===== config.mk =====
export PLATFORM = sky130hd
export DESIGN_NAME = slic_link_init
export DESIGN_NICKNAME = d
export VERILOG_FILES = /design/src/design/slic_pkg.sv /design/src/design/slic_fifo.sv /design/src/design/slic_link_init.sv
export SDC_FILE = /design/constraint.sdc
export NUM_CORES = 1
export LEC_CHECK = 0
export BUFFER_PORTS_ARGS = -buffer_cell sky130_fd_sc_hd__buf_2
export CORE_MARGIN = 1
export CORE_UTILIZATION = 40
export CTS_BUF_LIST = sky130_fd_sc_hd__clkbuf_4 sky130_fd_sc_hd__clkbuf_8 sky130_fd_sc_hd__clkbuf_16
export CTS_CLUSTER_DIAMETER = 150
export CTS_CLUSTER_SIZE = 12
export DETAILED_ROUTE_END_ITERATION = 12
export RECOVER_POWER = 50
export SKIP_LAST_GASP = 1
export SLEW_MARGIN = 5
export SYNTH_ARGS = -nofsm -noshare
export SYNTH_HDL_FRONTEND = slang
export SYNTH_HIERARCHICAL = 1
export SYNTH_SLANG_ARGS = --single-unit

===== constraint.sdc =====
create_clock -name mclk -period 3.6 [get_ports mclk]
set_input_delay 0.72 -clock mclk [delete_from_list [all_inputs] [get_ports mclk]]
set_output_delay 0.72 -clock mclk [all_outputs]
set_load 0.01 [all_outputs]

===== src/design/slic_pkg.sv =====
// Shared constants and types of the serial link bring-up controller
package slic_pkg;

	// Datapath shape
	localparam int SAMPLE_W   = 16;
	localparam int FIFO_DEPTH = 16;
	localparam int LANES      = 2;

	// Control characters
	localparam logic [7:0] K28_5     = 8'hBC;
	localparam logic [7:0] K28_0     = 8'h1C;
	localparam logic [7:0] K28_3     = 8'h7C;
	localparam logic [7:0] K28_4     = 8'h9C;
	localparam logic [7:0] OCTET_NUL = 8'h00;

	// Link sequencing
	localparam logic [2:0] SYNC_MIN_FRAMES = 3'h4;
	localparam logic [1:0] ILA_LAST_MF     = 2'h3;
	localparam logic [5:0] ILA_CFG_FIRST   = 6'h02;
	localparam logic [5:0] ILA_CFG_LAST    = 6'h0F;
	localparam logic [5:0] ILA_Q_POS       = 6'h01;
	localparam logic [1:0] ILA_CFG_MF      = 2'h1;

	// Frames per multiframe, minus one
	localparam logic [4:0] KM1_MIN_SINGLE = 5'h08;
	localparam logic [4:0] KM1_MIN_DUAL   = 5'h10;

	// Reference pulse to multiframe clock delay, in device clocks
	localparam int SYSTEM_REFERENCE_PULSE_DELAY = 2;

	// Calibration lengths, in device clocks
	localparam int PLL_CAL_SAMPLE_CYCLES = 153000;
	localparam int ADC_CAL_CYCLES_DFLT   = 1024;
	localparam int CAL_W                 = 18;

	// Power mode codes; bit 0 set means power-down
	localparam logic [1:0] PM_NORMAL = 2'h0;
	localparam logic [1:0] PM_SLEEP  = 2'h2;

	// Link configuration octet fields
	localparam logic [7:0] ILA_DID      = 8'h00;
	localparam logic [3:0] ILA_BID      = 4'h0;
	localparam logic [7:0] ILA_M1       = 8'h00;
	localparam logic [1:0] ILA_CS       = 2'h0;
	localparam logic [4:0] ILA_N1       = 5'h0F;
	localparam logic [2:0] ILA_SUBCLASS = 3'h1;
	localparam logic [4:0] ILA_NP1      = 5'h0F;
	localparam logic [2:0] ILA_JESDV    = 3'h1;
	localparam logic [4:0] ILA_S1       = 5'h00;
	localparam logic [4:0] ILA_CF       = 5'h00;

	typedef enum logic [2:0] {
		ST_ADCCAL = 3'b000,
		ST_PLLCAL = 3'b001,
		ST_CGS    = 3'b011,
		ST_ILA    = 3'b010,
		ST_DATA   = 3'b110,
		ST_SLEEP  = 3'b111,
		ST_PDOWN  = 3'b101
	} slic_state_t;

	typedef struct packed {
		logic [4:0] kMinus1;
		logic       dualLane;
		logic       scrambleEn;
	} slic_cfg_t;

	typedef struct packed {
		logic       enable;
		logic       isK;
		logic       scramble;
		logic [7:0] octet;
	} slic_lane_t;

	// Bit 7 down to bit 0 of the link status register
	typedef struct packed {
		logic rsvd;
		logic link;
		logic sync;
		logic realign;
		logic align;
		logic pllLock;
		logic calDone;
		logic clkRdy;
	} slic_status_t;

endpackage


===== src/design/slic_fifo.sv =====
// Sample FIFO with registered read port
`timescale 1ns/100ps
module slic_fifo #(
	parameter int WIDTH = 16,
	parameter int DEPTH = 16
) (
	// Clock and reset
	input  wire logic             mclk,
	input  wire logic             nrst,
	// Fill side
	input  wire logic             inValid,
	input  wire logic [WIDTH-1:0] inData,
	output wire logic             inReady,
	// Drain side
	output wire logic             outValid,
	output wire logic [WIDTH-1:0] outData,
	input  wire logic             outReady
);

	// Pointers wrap naturally, so DEPTH must be a power of two
	localparam int AW = $clog2(DEPTH);

	logic [WIDTH-1:0] mem [DEPTH];
	logic [AW-1:0]    wrPtr_q;
	logic [AW-1:0]    rdPtr_q;
	logic [AW:0]      count_q;
	logic             outValid_q;
	logic [WIDTH-1:0] outData_q;

	wire push = inValid & inReady;
	wire load = (count_q != '0) & (~outValid_q | outReady);

	assign inReady  = count_q != (AW+1)'(DEPTH);
	assign outValid = outValid_q;
	assign outData  = outData_q;

	always_ff @(posedge mclk) begin
		if (push) begin
			mem[wrPtr_q] <= inData;
		end
	end

	always_ff @(posedge mclk or negedge nrst) begin
		if (!nrst) begin
			wrPtr_q    <= '0;
			rdPtr_q    <= '0;
			count_q    <= '0;
			outValid_q <= 1'b0;
			outData_q  <= '0;
		end else begin
			wrPtr_q    <= push ? wrPtr_q + 1'b1 : wrPtr_q;
			rdPtr_q    <= load ? rdPtr_q + 1'b1 : rdPtr_q;
			count_q    <= count_q + (AW+1)'(push) - (AW+1)'(load);
			outValid_q <= load | (outValid_q & ~outReady);
			outData_q  <= load ? mem[rdPtr_q] : outData_q;
		end
	end

endmodule


===== src/design/slic_link_init.sv =====
// Link bring-up controller: frame clocks, sync handling, lane alignment and data
`timescale 1ns/100ps
module slic_link_init
	import slic_pkg::*;
#(
	parameter int PLL_CAL_CYCLES = PLL_CAL_SAMPLE_CYCLES,
	parameter int ADC_CAL_CYCLES = ADC_CAL_CYCLES_DFLT
) (
	// Device clock and reset
	input  wire logic                    mclk,
	input  wire logic                    nrst,
	// Configuration and power mode
	input  wire slic_cfg_t               cfg,
	input  wire logic [1:0]              powerMode,
	// Link control pins
	input  wire logic                    linkSyncRequestN,
	input  wire logic                    systemReferencePulse,
	// Sample stream in
	input  wire logic [SAMPLE_W-1:0]     sampleData,
	input  wire logic                    sampleValid,
	output wire logic                    sampleReady,
	// Serial lanes out
	output wire slic_lane_t [LANES-1:0]  laneOut,
	// Status
	output wire slic_status_t            linkStatusRegister
);

	localparam logic [CAL_W-1:0] PLL_LAST = CAL_W'(PLL_CAL_CYCLES - 1);
	localparam logic [CAL_W-1:0] ADC_LAST = CAL_W'(ADC_CAL_CYCLES - 1);

	slic_state_t              state_q;
	slic_state_t              state_d;
	logic [CAL_W-1:0]         calCnt_q;
	logic [CAL_W-1:0]         calCnt_d;
	logic                     frameCnt_q;
	logic                     frameCnt_d;
	logic [4:0]               mfCnt_q;
	logic [4:0]               mfCnt_d;
	logic [1:0]               ilaCnt_q;
	logic [1:0]               ilaCnt_d;
	logic [2:0]               syncLow_q;
	logic [2:0]               syncLow_d;
	logic                     syncS_q;
	logic                     sysrefS_q;
	logic                     sysrefP_q;
	logic [SYSTEM_REFERENCE_PULSE_DELAY-1:0]  sysrefDly_q;
	logic                     calDone_q;
	logic                     realign_q;
	logic                     align_q;
	slic_status_t             status_q;
	slic_lane_t [LANES-1:0]   lane_q;
	wire slic_lane_t [LANES-1:0] lane_d;

	wire [SAMPLE_W-1:0] fifoData;
	wire                fifoValid;

	// Multiframe length, clamped to the legal range of the lane mode
	wire [4:0] kMin  = cfg.dualLane ? KM1_MIN_DUAL : KM1_MIN_SINGLE;
	wire [4:0] kLast = (cfg.kMinus1 < kMin) ? kMin : cfg.kMinus1;

	// Two octets per frame on one lane, one octet per frame on two
	wire frameLast = cfg.dualLane | frameCnt_q;
	wire lmfcEnd   = frameLast & (mfCnt_q == kLast);

	wire inCal     = (state_q == ST_ADCCAL) | (state_q == ST_PLLCAL);
	wire linkUp    = (state_q == ST_CGS) | (state_q == ST_ILA) | (state_q == ST_DATA);
	wire clocksRun = (state_q != ST_SLEEP) & (state_q != ST_PDOWN);
	wire linkTx    = linkUp | (state_q == ST_PLLCAL);

	// Reference pulse handling
	wire sysrefEdge  = sysrefS_q & ~sysrefP_q;
	wire sysrefEvent = sysrefDly_q[SYSTEM_REFERENCE_PULSE_DELAY-1];
	// Edges during calibration or low power are dropped, not trusted
	// Same states as linkUp, spelled out so sleep and power-down stay excluded
	wire sysrefCheck = sysrefEvent & clocksRun & ~inCal;
	wire lmfcMis     = sysrefCheck & ~lmfcEnd;
	wire frameMis    = lmfcMis & ~frameLast;

	// Sync request qualification
	wire syncValid = (syncLow_q == SYNC_MIN_FRAMES);
	wire syncIdle  = syncS_q;

	// Power mode decode
	wire pdReq    = powerMode[0];
	wire sleepReq = (powerMode == PM_SLEEP);

	wire calLast = (state_q == ST_ADCCAL) ? (calCnt_q == ADC_LAST) : (calCnt_q == PLL_LAST);

	// Octet position within the multiframe
	wire [5:0] octPos     = cfg.dualLane ? {1'b0, mfCnt_q} : {mfCnt_q, frameCnt_q};
	wire [3:0] cfgIdx     = 4'(octPos - ILA_CFG_FIRST);
	wire       ilaCfgMf   = (ilaCnt_q == ILA_CFG_MF);
	wire       ilaCfgSlot = ilaCfgMf & (octPos >= ILA_CFG_FIRST) & (octPos <= ILA_CFG_LAST);
	wire       ilaQSlot   = ilaCfgMf & (octPos == ILA_Q_POS);

	// One sample per frame leaves the FIFO while data flows
	wire fifoReady = (state_q == ST_DATA) & frameLast;

	function automatic logic [7:0] cfgOctet(
		input logic [3:0] idx,
		input logic       laneId,
		input slic_cfg_t  c,
		input logic [4:0] kl
	);
		logic [7:0] chk;
		logic [7:0] res;
		chk = 8'(laneId) + 8'(c.scrambleEn) + 8'(c.dualLane) + 8'(~c.dualLane) + 8'(kl)
			+ ILA_M1 + 8'(ILA_N1) + 8'(ILA_SUBCLASS) + 8'(ILA_NP1) + 8'(ILA_JESDV)
			+ 8'(ILA_S1) + 8'(c.dualLane);
		case (idx)
			4'h0: res = ILA_DID;
			4'h1: res = {4'h0, ILA_BID};
			4'h2: res = {7'h00, laneId};
			4'h3: res = {c.scrambleEn, 6'h00, c.dualLane};
			4'h4: res = {7'h00, ~c.dualLane};
			4'h5: res = {3'h0, kl};
			4'h6: res = ILA_M1;
			4'h7: res = {ILA_CS, 1'b0, ILA_N1};
			4'h8: res = {ILA_SUBCLASS, ILA_NP1};
			4'h9: res = {ILA_JESDV, ILA_S1};
			4'hA: res = {c.dualLane, 2'b00, ILA_CF};
			4'hD: res = chk;
			default: res = OCTET_NUL;
		endcase
		return res;
	endfunction

	// Link sequencer
	always_comb begin
		state_d = state_q;
		// Mode changes only move the sequencer; cfg is never touched here
		if (pdReq && state_q != ST_PDOWN) begin
			state_d = ST_PDOWN;
		end else if (sleepReq && state_q != ST_SLEEP && state_q != ST_PDOWN) begin
			state_d = ST_SLEEP;
		end else begin
			unique case (state_q)
				ST_ADCCAL: begin
					if (calLast) begin
						state_d = ST_PLLCAL;
					end
				end
				ST_PLLCAL: begin
					if (calLast) begin
						state_d = ST_CGS;
					end
				end
				ST_CGS: begin
					if (lmfcMis) begin
						state_d = ST_PLLCAL;
					end else if (lmfcEnd && syncIdle) begin
						state_d = ST_ILA;
					end
				end
				ST_ILA: begin
					if (lmfcMis) begin
						state_d = ST_PLLCAL;
					end else if (syncValid) begin
						state_d = ST_CGS;
					end else if (lmfcEnd && ilaCnt_q == ILA_LAST_MF) begin
						state_d = ST_DATA;
					end
				end
				ST_DATA: begin
					if (lmfcMis) begin
						state_d = ST_PLLCAL;
					end else if (syncValid) begin
						state_d = ST_CGS;
					end
				end
				ST_SLEEP: begin
					if (!sleepReq) begin
						state_d = ST_PLLCAL;
					end
				end
				ST_PDOWN: begin
					if (!pdReq) begin
						state_d = sleepReq ? ST_SLEEP : ST_ADCCAL;
					end
				end
				default: begin
					state_d = ST_ADCCAL;
				end
			endcase
		end
	end

	// Calibration timer restarts on every state change
	assign calCnt_d = (state_d != state_q) ? '0 : (calLast ? calCnt_q : calCnt_q + 1'b1);

	// Frame and multiframe counters
	always_comb begin
		frameCnt_d = ~frameLast;
		mfCnt_d    = frameLast ? (lmfcEnd ? 5'h00 : mfCnt_q + 5'h01) : mfCnt_q;
		if (!clocksRun) begin
			// Held at default phase so wake-up starts from a known point
			frameCnt_d = 1'b0;
			mfCnt_d    = 5'h00;
		end else if (frameMis) begin
			frameCnt_d = 1'b0;
			mfCnt_d    = 5'h00;
		end else if (lmfcMis) begin
			mfCnt_d = 5'h00;
		end
	end

	assign ilaCnt_d = (state_q != ST_ILA) ? 2'h0 : (lmfcEnd ? ilaCnt_q + 2'h1 : ilaCnt_q);

	// Count whole frames of low request; saturates at the qualifying length
	assign syncLow_d = syncS_q ? 3'h0 : ((frameLast && !syncValid) ? syncLow_q + 3'h1 : syncLow_q);

	// Lane octet generation
	for (genvar i = 0; i < LANES; i++) begin : gLane
		wire       laneOn  = linkTx & ((i == 0) | cfg.dualLane);
		wire [7:0] smpOct  = ((i == 0) & ~(cfg.dualLane | frameCnt_q)) | ((i == 0) & cfg.dualLane)
			? fifoData[15:8] : fifoData[7:0];
		wire [7:0] dataOct = fifoValid ? smpOct : OCTET_NUL;
		wire       ilaK    = lmfcEnd | (octPos == 6'h00) | ilaQSlot;
		wire [7:0] ilaOct  = lmfcEnd ? K28_3
			: (octPos == 6'h00) ? K28_0
			: ilaQSlot ? K28_4
			: ilaCfgSlot ? cfgOctet(cfgIdx, 1'(i), cfg, kLast)
			: {2'b00, octPos};
		wire       inIla   = (state_q == ST_ILA);
		wire       inData  = (state_q == ST_DATA);
		wire       isK     = inIla ? ilaK : ~inData;
		wire [7:0] octet   = ~laneOn ? OCTET_NUL : inIla ? ilaOct : inData ? dataOct : K28_5;
		wire       scr     = laneOn & inData & cfg.scrambleEn;
		assign lane_d[i] = {laneOn, laneOn & isK, scr, octet};
	end

	// Status word
	wire slic_status_t status_d = '{
		rsvd:    1'b0,
		link:    (state_q == ST_DATA),
		sync:    syncS_q,
		realign: realign_q,
		align:   align_q,
		pllLock: linkUp,
		calDone: calDone_q,
		clkRdy:  clocksRun
	};

	always_ff @(posedge mclk or negedge nrst) begin
		if (!nrst) begin
			state_q  <= ST_ADCCAL;
			calCnt_q <= '0;
		end else begin
			state_q  <= state_d;
			calCnt_q <= calCnt_d;
		end
	end

	// Free running from reset, starting from frame and multiframe zero
	always_ff @(posedge mclk or negedge nrst) begin
		if (!nrst) begin
			frameCnt_q <= 1'b0;
			mfCnt_q    <= 5'h00;
			ilaCnt_q   <= 2'h0;
		end else begin
			frameCnt_q <= frameCnt_d;
			mfCnt_q    <= mfCnt_d;
			ilaCnt_q   <= ilaCnt_d;
		end
	end

	// Pin samples; reset value is the idle level of each pin
	always_ff @(posedge mclk or negedge nrst) begin
		if (!nrst) begin
			syncS_q     <= 1'b1;
			syncLow_q   <= 3'h0;
			sysrefS_q   <= 1'b0;
			sysrefP_q   <= 1'b0;
			sysrefDly_q <= '0;
		end else begin
			syncS_q     <= linkSyncRequestN;
			syncLow_q   <= syncLow_d;
			sysrefS_q   <= systemReferencePulse;
			sysrefP_q   <= sysrefS_q;
			sysrefDly_q <= {sysrefDly_q[SYSTEM_REFERENCE_PULSE_DELAY-2:0], sysrefEdge};
		end
	end

	// Sticky status flags; calDone also clears in power-down
	always_ff @(posedge mclk or negedge nrst) begin
		if (!nrst) begin
			calDone_q <= 1'b0;
			realign_q <= 1'b0;
			align_q   <= 1'b0;
		end else begin
			calDone_q <= (state_q == ST_PDOWN) ? 1'b0 : (calDone_q | (state_q == ST_ADCCAL & calLast));
			realign_q <= realign_q | lmfcMis;
			align_q   <= align_q | sysrefCheck;
		end
	end

	always_ff @(posedge mclk or negedge nrst) begin
		if (!nrst) begin
			status_q <= '0;
			lane_q   <= '0;
		end else begin
			status_q <= status_d;
			lane_q   <= lane_d;
		end
	end

	assign laneOut            = lane_q;
	assign linkStatusRegister = status_q;

	// Sample FIFO decouples the converter from frame pacing
	slic_fifo #(
		.WIDTH (SAMPLE_W),
		.DEPTH (FIFO_DEPTH)
	) uFifo (
		.mclk     (mclk),
		.nrst     (nrst),
		.inValid  (sampleValid),
		.inData   (sampleData),
		.inReady  (sampleReady),
		.outValid (fifoValid),
		.outData  (fifoData),
		.outReady (fifoReady)
	);

endmodule


Yosys cells after proc, flatten, opt, wreduce, memory -nomap -nowiden
Memories as Yosys holds them, arrays and structs flattened. A register that Yosys moved wholly into a read port is not among the register bits.
Index checks and enable logic that the tools add are counted.
- flip-flop bits (word level): 83
- RAM bits: 256
- input port bits: 30
- output and inout port bits: 31
- memories kept: 1
- memories (name ; depth ; bits a word ; rd ports ; clocked after memory_dff ; wr ports ; line ; text):
    uFifo.mem ; 16 ; 16 ; 1 ; 1 ; 1 ; slic_fifo.sv:23 ; logic [WIDTH-1:0] mem [DEPTH];
- add/subtract/negate cells: 26
- $lt $le $gt $ge: 3
- equality and inequality tests: 30
- multiplexer cells: 55
- bitwise logic cells: 44
- reduce and logical (&&, ||, !) cells: 13
- operator list (operator ; count):
    $mux 8 ; 17
    $pmux 8 s9 ; 1
    $pmux 8 s8 ; 1
    $mux 3 ; 16
    $mux 18 ; 2
    $mux 5 ; 7
    $add 8x1->8 const B ; 4
    $add 8x4->8 const B ; 4
    $and 1x1->1 ; 22
    $pmux 3 s7 ; 1
    $add 18x1->18 const B ; 1
    $eq 18x10->1 const B ; 1
    $eq 18x18->1 const B ; 1
    $add 8x1->8 ; 2
    $add 8x5->8 ; 2
    $eq 4x4->1 const B ; 4
    $or 1x1->1 ; 13
    $eq 3x3->1 const B ; 4
    $eq 4x3->1 const B ; 3
    $add 2x8->8 ; 1
    $add 3x8->8 ; 1
    $add 4x1->4 const B ; 2
    $eq 4x2->1 const B ; 2
    $not 1->1 ; 8
    other kinds (34) ; 51

Depth between registers and ports, before layout
- depth after elaboration: 16
- mapped depth: 18
- gate-level depth less buffers: 16

Cells and area by module
The synthesis kept the hierarchy.
- by module, submodules not included (module ; instances ; cells each ; area each (µm²)):
    slic_fifo ; 1 ; 522 ; 11058.1
    slic_link_init ; 1 ; 487 ; 4605.7

Least setup slack after synthesis
OpenSTA, ideal clock, no wires.
- path kind: input port to flip-flop
- from: input port cfg[1] in the netlist's numbering
- to: register lane_q, in the netlist laneOut[5]
- data arrival time: 3.766 ns
- required time: 3.501 ns
- slack: -0.265 ns
- cell stages on the path: 18
- cell sequence: buf_6 > buf_2 > inv_1 > ha_1 > or3_4 > buf_6 > nand3_1 > inv_1 > fa_1 > ha_1 > inv_1 > fa_1 > nand2b_1 > a21oi_1 > or3_1 > a21oi_1 > o21ai_0 > a311oi_1
- cells in the longest elaborated chain, start to end: 16
- elaborated cells between the ends (all ways): 44
- RTL lines (what ; line ; text):
    start, declared ; slic_link_init.sv:13 ; input wire slic_cfg_t cfg,
    branches (longest 14 deep; another with $add 2x8->8) ; -- ;
    $mux 8 * (2 in series) ; slic_link_init.sv:227 ; wire [7:0] octet = ~laneOn ? OCTET_NUL : inIla ? ilaOct : inData ? dataOct : K28_5;
    net gLane[0].octet[5] ; slic_link_init.sv:227 ;
    end signal, assigned ; slic_link_init.sv:303 ; lane_q <= lane_d;
    end, declared ; slic_link_init.sv:51 ; slic_lane_t [LANES-1:0] lane_q;
Mark *: on every way through the listed nets, which the timed path passes.
A chain may end at the register's enable or synchronous reset.

Worst setup path after layout
- from: input port cfg[1] in the netlist's numbering
- to: register lane_q, in the netlist laneOut[16]
- cells in the longest elaborated chain, start to end: 16
- elaborated cells between the ends (all ways): 41
- RTL lines (what ; line):
    branches (longest 15 deep; another with $add 3x8->8) ; --
    $mux 8 * ; slic_link_init.sv:227
    net gLane[1].octet[5] ; slic_link_init.sv:227
Marks and branches as above.

==> impl_metrics.tcl <==
set metrics [dict create \
    synth-main-ff-cell "edfxtp_1" \
    post_cts_resized 0 \
    hold_violations 0 \
    ios 61 \
    initial_utilization 0.405 \
    power_leakage_nw 6.48 \
    syn_inst 1009 \
    rsz0062_at_grt "false" \
    yosys.area.top_type_share 0.491 \
    fin_crit_sh 0.849 \
    grt_pass1_wl_mm 54.8 \
    die_h_um 200 \
    drt_iter0_drc 668 \
    drc 0 \
    hpwl_mm 23.3 \
    gp_congestion 0.900 \
    routed_wl_mm 36.2 \
    avgSynthCellArea_um2 15.5 \
    rrSetupSlack_ns 0.79 \
    ctsHoldBuffers 0 \
    vias 9066 \
    die_area_um2 40000 \
    first_global_vias 9187 \
    die_x_um 200 \
    drt-wirelength-per-cell_um 21.9 \
    io_buffers 59 \
    failed_checks "max-capacitance violations, max-slew violations" \
    finClkSkew_ns 0.0124 \
    setup_violations 0 \
    syn_area_um2 15700 \
    start_kind "primary input" \
    path_clk_slew_ns 0.06 \
    cts_buffers 35 \
    synth_edf_count 256 \
    crit_arrival_ns 3.45 \
    n_antenna_cell 0 \
    drtPass1Iterations 5 \
    post_dp_cell_area_um2 16800 \
    cp_max_fo 4 \
    htree_num_levels 2 \
    power_w 0.0112 \
    ir_drop_mv 0.462 \
    ant_nets 0 \
    vias_per_cell 5.49 \
    grt_max_degree 59 \
    clock_sinks 355 \
    synth_cell_type_count 76 \
    syn_to_final_growth_pct 14.1 \
    antenna_found_initial 1 \
    finalCriticalPeriod_ns 3.06 \
    pwr_density_cell_nw_per_um2 626 \
    drive_above_1_share 0.240 \
    whs_ns 0.301 \
    synthTopCellsByArea "edfxtp_1 49%, dfrtp_1 16%, mux4_2 9.3%, ha_1 2.3%, mux2i_1 1.5%" \
    coreArea_um2 38600 \
    clk_path_buf_depth 3 \
    slew_violations 59 \
    synth_warnings 6 \
    synth-seq-area-share 0.649 \
    fin_nets 1172 \
    ys_ff_latch 355 \
    fin_area_um2 17900 \
    fmax_mhz 327 \
    synth_top_area_cell "edfxtp_1" \
    synth_nets 1073 \
    hp-class "primary input to flop" \
    clockRootBuffer "clkbuf_16" \
    worst_pin_slew_ns 1.55 \
    endpoint_kind "flop" \
    grt-ovfl-total 0 \
    maxCapViolCount 1 \
    status "finished, violations left" \
    max_slew_margin -0.0350 \
    required_ns 3.99 \
    crit_type "primary input to flop" \
    cts_tree "built" \
    async_flop_share 0.279 \
    insertion_delay_ns 0.53 \
    grt_usage 0.185 \
    cts_setup_buffers 0 \
    row_count 72 \
]
-- report_power, final --
| group | total, W | internal (W) | switching [W] |
|---|---|---|---|
| sequential | 0.00528 | 0.00489 | 0.000386 |
| combinational | 0.00240 | 0.00117 | 0.00123 |
| clock | 0.00351 | 0.00202 | 0.00149 |
-- kinds of logic after synthesis --
kind of cell,count (synthesis),share of synthesized area
xor+xnor,38,0.0212
flops,355,0.649
buf+inv,93,0.0269
mux,97,0.115
compound gates,163,0.0751
fa+ha+maj,34,0.0296
simple gates,228,0.0834
other cells,1,0.000239
-- worst max-delay path: stages --
cell and delay (ns):
buf_2 0.13, inv_4 0.05, ha_2 0.19, or3_4 0.34, nand3_1 0.13, ha_1 0.24, inv_1 0.12, ha_1 0.24
a21o_1 0.17, a21o_1 0.20, a21oi_1 0.18, mux2i_1 0.20, o21ai_0 0.10, a2111oi_1 0.42
-- layer usage --
layer,share of wire,global-route usage,vias up
li1,-,-,4111
met1,0.43,0.244,4610
met2,0.49,0.314,269
met3,0.055,0.0309,74
met4,0.025,0.0574,2
met5,0.00036,0,-
-- Yosys cell counts, drive strengths merged, types with 16 or more instances --
| library cell | count |
|---|---|
| a211oi | 27 |
| a21o | 24 |
| a21oi | 30 |
| buf | 24 |
| clkbuf | 25 |
| dfrtp | 98 |
| edfxtp | 256 |
| ha | 29 |
| inv | 43 |
| mux2i | 24 |
| mux4 | 65 |
| nand2 | 46 |
| nand3 | 21 |
| nor2 | 41 |
| nor3 | 16 |
| nor4 | 27 |
| o21ai | 19 |
| o22ai | 17 |
| xnor2 | 19 |
| xor2 | 19 |
-- registers in the layout (all words and copies together), names as in the netlist, 4 cells and up --
| register | flops |
|---|---|
| uFifo/rdPtr_q | 4 |
| linkStatusRegister | 7 |
| uFifo/count_q | 5 |
| calCnt_q | 18 |
| uFifo/mem | 256 |
| uFifo/outData | 16 |
| uFifo/wrPtr_q | 4 |
| mfCnt_q | 5 |
| laneOut | 22 |
-- area by class of cell --
cell class	instances	area [µm²]
well taps	518	648
flip-flops and latches	355	10200
multi-input cells	561	5120
clock inverters	3	36.3
repair buffers	111	668
clock buffers	59	1060
fillers	3374	20800
inverters	44	168
-- worst paths after layout --
path,to,cells past startpoint,startpoint
max,laneOut[16],14,cfg[1]
min,syncIdle,1,linkSyncRequestN
max reg2reg,laneOut[0],8,mfCnt_q[0]
min reg2reg,sysrefDly_q[1],0,sysrefDly_q[0]
max in group asynchronous,laneOut[16],2,nrst
min in group asynchronous,mfCnt_q[1],1,nrst
-- through the flow --
step	setup TNS (ns)	worst slack [ns]	cells	util
floorplan	0	0.00736	1009	-
global placement	0	0.0503	1589	0.435
detailed placement	-0.00261	-0.00261	1589	0.435
CTS	0	0.547	1651	0.464
global route	0	0.282	1651	0.462
finish	0	0.545	1651	0.462
-- placed cells by master (no fill, tap or decap), types with 13 or more instances in the layout --
master	n
nand2_1	46
inv_1	41
a211oi_1	27
dfrtp_1	96
o21ai_0	16
buf_4	48
clkbuf_1	18
nor2_1	36
nor3_1	14
o22ai_1	16
xnor2_1	19
nor4_2	14
clkbuf_4	24
buf_2	42
mux4_2	65
edfxtp_1	256
mux2i_1	24
clkbuf_16	35
and2_1	14
a21o_1	24
xor2_1	19
nand3_1	20
nor4_1	13
ha_1	27
a21oi_1	30
Note: power is estimated with default switching activity, not from simulation.
